[src/adc_fmt_pkg.sv]
package adc_fmt_pkg;
  // Sample and result widths
  localparam int SAMPLE_W = 12;
  localparam int RESULT_W = 16;
  // Repeat count select encodings (1, 4, 8, 16 samples)
  localparam logic [1:0] RPT_1 = 2'h0;
  localparam logic [1:0] RPT_4 = 2'h1;
  localparam logic [1:0] RPT_8 = 2'h2;
  localparam logic [1:0] RPT_16 = 2'h3;
  // Justification select values
  localparam logic JUST_RIGHT = 1'h0;
  localparam logic JUST_LEFT = 1'h1;
  // Bit position of the justification select in the control register
  localparam int LJST_BIT = 2;
  // Reset values of the result bytes
  localparam logic [7:0] RESULT_RST = 8'h00;
  // Series lengths as counts
  localparam logic [4:0] LEN_1 = 5'h01;
  localparam logic [4:0] LEN_4 = 5'h04;
  localparam logic [4:0] LEN_8 = 5'h08;
  localparam logic [4:0] LEN_16 = 5'h10;
endpackage

[src/sample_accumulator.sv]
`timescale 1ns/1ps
// Sums a series of samples; reports total and the last-of-series strobe
module sample_accumulator #(
  parameter int SAMPLE_W = 12,
  parameter int SUM_W = 16
)(
  // Clock and reset
  input wire logic clk,
  input wire logic rst_n,
  // Series control
  input wire logic [4:0] series_len,
  input wire logic abort,
  // Sample stream
  input wire logic sample_valid,
  input wire logic [SAMPLE_W-1:0] sample,
  // Completed series
  output logic sum_valid,
  output logic [SUM_W-1:0] sum
);
  // Sixteen samples need four bits of headroom above one sample
  if (SUM_W < SAMPLE_W + 4)
  begin : g_sum_too_narrow
    $error("SUM_W too small for 16 samples");
  end

  typedef struct packed {
    logic [SUM_W-1:0] acc;
    logic [4:0] count;
    logic done;
    logic [SUM_W-1:0] total;
  } acc_state_t;

  acc_state_t st_reg;
  acc_state_t st_next;

  // Series restarts from zero after each total, so no sample leaks across
  always_comb
  begin
    st_next = st_reg;
    st_next.done = 1'b0;
    if (abort)
    begin
      st_next.acc = '0;
      st_next.count = 5'h00;
    end
    else if (sample_valid)
    begin
      if (st_reg.count + 5'h01 >= series_len)
      begin
        st_next.total = st_reg.acc + SUM_W'(sample);
        st_next.done = 1'b1;
        st_next.acc = '0;
        st_next.count = 5'h00;
      end
      else
      begin
        st_next.acc = st_reg.acc + SUM_W'(sample);
        st_next.count = st_reg.count + 5'h01;
      end
    end
  end

  // State register
  always_ff @(posedge clk or negedge rst_n)
  begin
    if (!rst_n)
      st_reg <= '0;
    else
      st_reg <= st_next;
  end

  assign sum_valid = st_reg.done;
  assign sum = st_reg.total;
endmodule

[src/adc_result_formatter.sv]
`timescale 1ns/1ps
// Function
// - Result split into high and low bytes
// - Repeat one: 12-bit result, update each conversion
// - Repeat one: justify per control register bit two
// - Unused result bits read zero
// - Accumulated result updates after final conversion
// - Accumulate 4, 8 or 16 samples
// - Repeat count from configuration register field
// - Total is plain sum of samples
// - Right-justified: top nibble of high byte zero
// - Left-justified: low nibble of low byte zero

// Data flow: a finished conversion enters the accumulator, which hands on
// a total once the selected number of samples has been summed (one sample
// in single mode). The total is then cut into the two result bytes, and
// the update strobe rises in the same cycle in which the bytes change. Latency
// is two clocks from the taking of the last sample. The justification bit is
// read when the total arrives, so software should not flip it mid-series.
module adc_result_formatter (
  // Clock and reset
  input wire logic sys_clk,
  input wire logic nrst,

  // Configuration bits from the converter registers
  input wire logic [7:0] converter_control_reg,
  input wire logic [1:0] repeat_count_select,

  // Conversion stream from the converter core
  input wire logic conv_done,
  input wire logic [adc_fmt_pkg::SAMPLE_W-1:0] conv_data,

  // Formatted result bytes
  output logic [7:0] conv_result_high,
  output logic [7:0] conv_result_low,
  output logic result_update
);
  // The byte slicing below is written for a 12-bit sample inside a 16-bit
  // pair; other widths would drop or misplace result bits, so refuse them
  if (adc_fmt_pkg::SAMPLE_W != 12)
  begin : g_bad_sample_w
    $error("SAMPLE_W must be 12 for this formatter");
  end
  if (adc_fmt_pkg::RESULT_W != 16)
  begin : g_bad_result_w
    $error("RESULT_W must be 16 for this formatter");
  end

  // Reset synchroniser; kept apart from the main state because only it is
  // cleared straight from the pin
  typedef struct packed {
    logic rst_meta;
    logic rst_sync;
  } rst_state_t;

  // Result bytes, update strobe, and the repeat select seen one cycle ago:
  // it both detects count changes and names the series a total came from
  typedef struct packed {
    logic [7:0] high;
    logic [7:0] low;
    logic upd;
    logic [1:0] rpt_last;
  } fmt_state_t;

  rst_state_t rs_reg;
  rst_state_t rs_next;
  logic rst_n;
  fmt_state_t st_reg;
  fmt_state_t st_next;
  logic [4:0] series_len;
  logic left_justify_select;
  logic sum_valid;
  logic [adc_fmt_pkg::RESULT_W-1:0] sum;
  logic rpt_change;

  // Reset release shifts a one through two flops; only the second is read
  always_comb
  begin
    rs_next.rst_meta = 1'b1;
    rs_next.rst_sync = rs_reg.rst_meta;
  end

  // Assertion stays asynchronous so the outputs clear without a clock;
  // release is synchronous so no flop sees it close to an edge
  always_ff @(posedge sys_clk or negedge nrst)
  begin
    if (!nrst)
      rs_reg <= '0;
    else
      rs_reg <= rs_next;
  end
  assign rst_n = rs_reg.rst_sync;

  // Only the justification bit of the control byte is used here
  assign left_justify_select = converter_control_reg[adc_fmt_pkg::LJST_BIT];

  // Series length decode from the repeat field
  // All four codes are legal, so no default is needed
  always_comb
  begin
    unique case (repeat_count_select)
      adc_fmt_pkg::RPT_1: series_len = adc_fmt_pkg::LEN_1;
      adc_fmt_pkg::RPT_4: series_len = adc_fmt_pkg::LEN_4;
      adc_fmt_pkg::RPT_8: series_len = adc_fmt_pkg::LEN_8;
      adc_fmt_pkg::RPT_16: series_len = adc_fmt_pkg::LEN_16;
    endcase
  end

  // Changing the count mid-series would mix lengths, so restart the series
  // The sample taken on the edge of the change is dropped with the rest
  assign rpt_change = repeat_count_select != st_reg.rpt_last;

  // Single conversions run as series of one, so both modes share one path
  // and one two-cycle latency
  sample_accumulator #(
    .SAMPLE_W(adc_fmt_pkg::SAMPLE_W),
    .SUM_W(adc_fmt_pkg::RESULT_W)
  ) i_sample_accumulator (
    .clk(sys_clk),
    .rst_n(rst_n),
    .series_len(series_len),
    .abort(rpt_change),
    .sample_valid(conv_done),
    .sample(conv_data),
    .sum_valid(sum_valid),
    .sum(sum)
  );

  // Format the finished result into the two bytes
  // Totals arriving every cycle keep the strobe high; each cycle is one result
  always_comb
  begin
    st_next = st_reg;
    st_next.upd = 1'b0;
    st_next.rpt_last = repeat_count_select;
    if (sum_valid)
    begin
      st_next.upd = 1'b1;
      // Format follows the length of the series that produced the total, so
      // a count change just after the last sample cannot reshape the result
      unique case (st_reg.rpt_last)
        adc_fmt_pkg::RPT_1:
        begin
          if (left_justify_select == adc_fmt_pkg::JUST_LEFT)
          begin
            // Twelve bits at the top; the low nibble of the low byte is zero
            st_next.high = sum[11:4];
            st_next.low = {sum[3:0], 4'h0};
          end
          else
          begin
            // Twelve bits at the bottom; the top nibble of the high byte is zero
            st_next.high = {4'h0, sum[11:8]};
            st_next.low = sum[7:0];
          end
        end
        adc_fmt_pkg::RPT_4:
        begin
          // Four samples need fourteen bits; the top two read zero
          st_next.high = {2'h0, sum[13:8]};
          st_next.low = sum[7:0];
        end
        adc_fmt_pkg::RPT_8:
        begin
          // Eight samples need fifteen bits; the top one reads zero
          st_next.high = {1'h0, sum[14:8]};
          st_next.low = sum[7:0];
        end
        adc_fmt_pkg::RPT_16:
        begin
          // Sixteen samples fill the pair; the select bit is ignored here
          st_next.high = sum[15:8];
          st_next.low = sum[7:0];
        end
      endcase
    end
  end

  // Result registers; only refreshed at end of conversion or series
  // Between updates the bytes hold, so software may read them at leisure
  always_ff @(posedge sys_clk or negedge rst_n)
  begin
    if (!rst_n)
    begin
      st_reg.high <= adc_fmt_pkg::RESULT_RST;
      st_reg.low <= adc_fmt_pkg::RESULT_RST;
      st_reg.upd <= 1'b0;
      st_reg.rpt_last <= adc_fmt_pkg::RPT_1;
    end
    else
      st_reg <= st_next;
  end

  // Outputs come straight from the state flops
  assign conv_result_high = st_reg.high;
  assign conv_result_low = st_reg.low;
  assign result_update = st_reg.upd;
endmodule

[config.mk]
export PLATFORM = sky130hd
export DESIGN_NAME = adc_result_formatter
export DESIGN_NICKNAME = d
export VERILOG_FILES = /design/src/adc_fmt_pkg.sv /design/src/sample_accumulator.sv /design/src/adc_result_formatter.sv
export SDC_FILE = /design/constraint.sdc
export NUM_CORES = 1
export LEC_CHECK = 0
export ABC_AREA = 1
export BUFFER_PORTS_ARGS = -buffer_cell sky130_fd_sc_hd__buf_2
export CORE_MARGIN = 1
export CORE_UTILIZATION = 62
export DETAILED_ROUTE_END_ITERATION = 8
export GPL_ROUTABILITY_DRIVEN = 0
export PLACE_DENSITY = 0.84
export SYNTH_ARGS = -nofsm -noshare
export SYNTH_HDL_FRONTEND = slang
export SYNTH_SLANG_ARGS = --single-unit
export TNS_END_PERCENT = 10
[constraint.sdc]
create_clock -name sys_clk -period 4.85 [get_ports sys_clk]
set_clock_uncertainty 0.15 [all_clocks]
set_input_delay 1.455 -clock sys_clk [delete_from_list [all_inputs] [get_ports sys_clk]]
set_output_delay 1.455 -clock sys_clk [all_outputs]
set_load 0.05 [all_outputs]
==> summary.md <==
| Metric | Value |
|---|---|
| Post-synthesis simple-gate area fraction | slightly below 30% |
| Final critical-path required period | approximately 3300 ps |
| Initial antenna violation count | 0 |
| Effective utilization at floorplan | approximately two thirds |
| Die Wd | 76.3 um |
| Overflow after GRT | 0 |
| Area contributors post-synth | dfrtp_1, nand2_1, ha_1 |
| WP data arrival | about 3400 ps |
| Startpoint Class | input pin |
| FF+latch count, synth | 59 |
| RSZ-0062 raised after global routing | no |
| Via density | 5.26 |
| Synth Instances | roughly 450 |
| Clk network pwr share | 25.6% |
| Hold Path Class | flip-flop to flip-flop |
| Crit-path cells | buf_2, inv_1, or2_2, ha_1, nand2_1, inv_1, nand2_1, o21ai_0, nor2_2, nand2_4, inv_2, nand3_1, nand2_1 |
| IO buf count | 34 |
| Power Density | ~430 mW/mm2 |
| Largest register FFs | 21 |
| Syn nets | between 400 and 500 |
| Clock sinks | 59 |
| Power, Total | approximately 1600 uW |
| Max-Slew Margin vs Limit | 53.4% |
| Routed Antenna Nets | 0 |
| Yosys top cell by area | dfrtp_1 |
| CTS root buf | clkbuf_8 |
| Setup TNS | 0 ps |
| CP Max Fanout | 12 |
| Most frequent CP cell | nand2_1 |
| CTS clock-pin slew for the worst setup and hold paths | 70 ps |
| Status | finished, final reports clean |
| Sequential share of the synthesized area | a little over two fifths |
| P_sw | 648 uW |
| Initial DRC count | approximately 150 |
| CTS Buf Count | 9 |
| Slowest stage delay, CP | ~300 ps |
| Routed wire length | approximately 7000 um |
| Setup violations, final | 0 |
| Mux contribution to synthesized area | 0% |
| P&R area growth vs syn | 7.67% |
| DIE AREA | between 0.005 and 0.006 mm2 |
| CTS tree | yes |
| Post-Synth Adder-Cell Area | under 10% |
| Comb pwr share | between 30% and 40% |
| Dpl hpwl | around 5000 um |
| Synth Area in Compound Gates | between 7 and 8% |
| Die height | ~76 um |
| Post-route clock period utilization | 67.5% |
| First-pass GRT wire length | 12100 um |
| Setup Fix Bufs, Post-CTS | 0 |
| Synth cell types | 33 |
| YS warnings | 0 |
| Worst setup EP type | flip-flop |
| Diodes inserted | 0 |
| Critical setup path kind | input pin to flip-flop |
| Critical Path RT | 4970 ps |
| Actual slew at the worst max-slew pin | approximately 700 ps |
| Layout cell share with drive strength beyond 1 | 13.1% |
| Main combinational cell family by area after synthesis | simple AND/OR/NAND/NOR gates |
| CTS resizes | 0 |
| Rows | 26 |
| Crit path max-delay cell type | nor2_2 |
| Total number of vias | 2864 |
| Xor and xnor fraction of the mapped netlist area | under 10% |
| VDD IR max | 0.273 mV |
| Worst-Skew Late Latency | 330 ps |
| Cts hold-fix bufs | 0 |
| Top Ports | 42 |
| # nets final | around 510 |
| Mapped Avg Cell Area | between 7 and 8 um2 |
| Top cell type's share of synthesized area | approximately 43% |
| Core Region | ~0.0052 mm2 |
| GRT Util Overall | a little over a quarter |
| CTS H-tree lvls | 3 |
| Drt pass-1 iters | 4 |
| DRC Markers | 0 |
| Max Fclk | approximately 310 MHz |
| Post-layout util | around 71% |
| Clock buffer depth | 2 |
| Cell Int Power | 938 uW |
| WL/cell | approximately 13 um |
| Fin. Hold Viols | 0 |
| Net Sw Frac | approximately two fifths |
| Total of max-cap violations | 0 |
| Slew Viols, Final | 0 |
| LEAKAGE | approximately 0.0021 uW |
| Mapped Area | 0.00342 mm2 |
| Hold Slack | between 200 and 250 ps |
| Pin count of the biggest net entering global routing | 58 |
| Sequential share of power | between 40% and 50% |
| Vias in the first global route | around 2.8k |
cell usage in the layout (no fill, tap or decap), types with 2 or more instances in the layout:
cell        synthesis  final
xor2_1              8      8
buf_2               3     34
nor2_1             24     24
clkinvlp_4          0      2
nand3b_1            4      4
or2_2               3      3
inv_1              46     46
inv_2               2      2
o21ai_1             4      4
a31oi_1             3      3
ha_1               17     17
dfrtp_1            59     58
nand3_1            27     27
o21ai_0            15     15
a21oi_1            22     22
clkbuf_8            0     11
clkinv_2            0      2
nand2_1           170    170
xnor2_1             3      3
nor3_1              3      3
power by group through the flow:
stage	clock network [uW]	registers [uW]	logic, uW
finish	406	677	503
global route	440	692	546
CTS	413	677	505
detailed placement	0	684	502
global placement	0	675	492
floorplan	0	670	483
path summary, 6_finish.rpt:
| path | from | to | slack [ps] | cells past startpoint |
|---|---|---|---|---|
| max in group asynchronous | nrst | rst_n | 3700 | 1 |
| setup / recovery | repeat_count_select[1] | i_sample_accumulator.st_reg[35] | 1580 | 13 |
| hold reg to reg | rs_next[0] | rst_n | 220 | 0 |
| setup reg to reg | i_sample_accumulator.st_reg[17] | i_sample_accumulator.st_reg[35] | 2150 | 14 |
| hold / removal | rs_next[0] | rst_n | 220 | 0 |
| min in group asynchronous | rst_n | conv_result_low[0] | 250 | 1 |
cells in the mapped netlist (all sizes together):
| library cell | instances |
|---|---|
| ha | 17 |
| nand3b | 4 |
| conb | 1 |
| fa | 1 |
| dfrtp | 59 |
| xnor2 | 3 |
| a21o | 1 |
| buf | 22 |
| o21ai | 19 |
| nor2 | 27 |
| nand2 | 171 |
| a31oi | 3 |
| nand3 | 28 |
| or2 | 3 |
| a22oi | 1 |
| and2 | 1 |
| xor2 | 8 |
| nand4 | 1 |
| clkbuf | 4 |
| a21oi | 22 |
| o31ai | 1 |
| nor3 | 3 |
| inv | 49 |
layer usage:
| layer | up-vias | routed length [um] | global-route usage (%) |
|---|---|---|---|
| li1 | 1436 | - | - |
| met1 | 1313 | 3150 | 34.7 |
| met2 | 103 | 3260 | 41.8 |
| met3 | 12 | 392 | 6.23 |
| met4 | 0 | 118 | 11.9 |
| met5 | - | 0 | 0 |
cells by family after synthesis:
group | after synthesis
buf+inv | 75
simple gates | 238
compound gates | 47
xor+xnor | 11
other cells | 1
flops | 59
fa+ha+maj | 18
final cells by class:
type	count	area, um2
Inverter	49	186
Clock buffer	12	155
Timing Repair Buffer	35	178
Sequential cell	59	1480
Tap cell	70	87.6
Clock inverter	4	25.0
Multi-Input combinational cell	315	1580
Fill cell	420	1520
stage by stage:
step / setup WS (ps) / cells / cell area, um2
after floorplan: 1720 / 449 / 3420
after global placement: 1390 / 528 / 3510
after detailed placement: 1290 / 528 / 3510
after CTS: 1610 / 544 / 3690
after global routing: 1440 / 544 / 3690
final: 1580 / 544 / 3690
critical path: cells and delay by family:
kind                     cells  cell delay [ps]
buffers and inverters        4              480
adder cells (fa/ha/maj)      1              280
AND/OR/NAND/NOR              7             1080
AO/OA/AOI/OAI                1              100
Power figures use the tool's default switching activity.
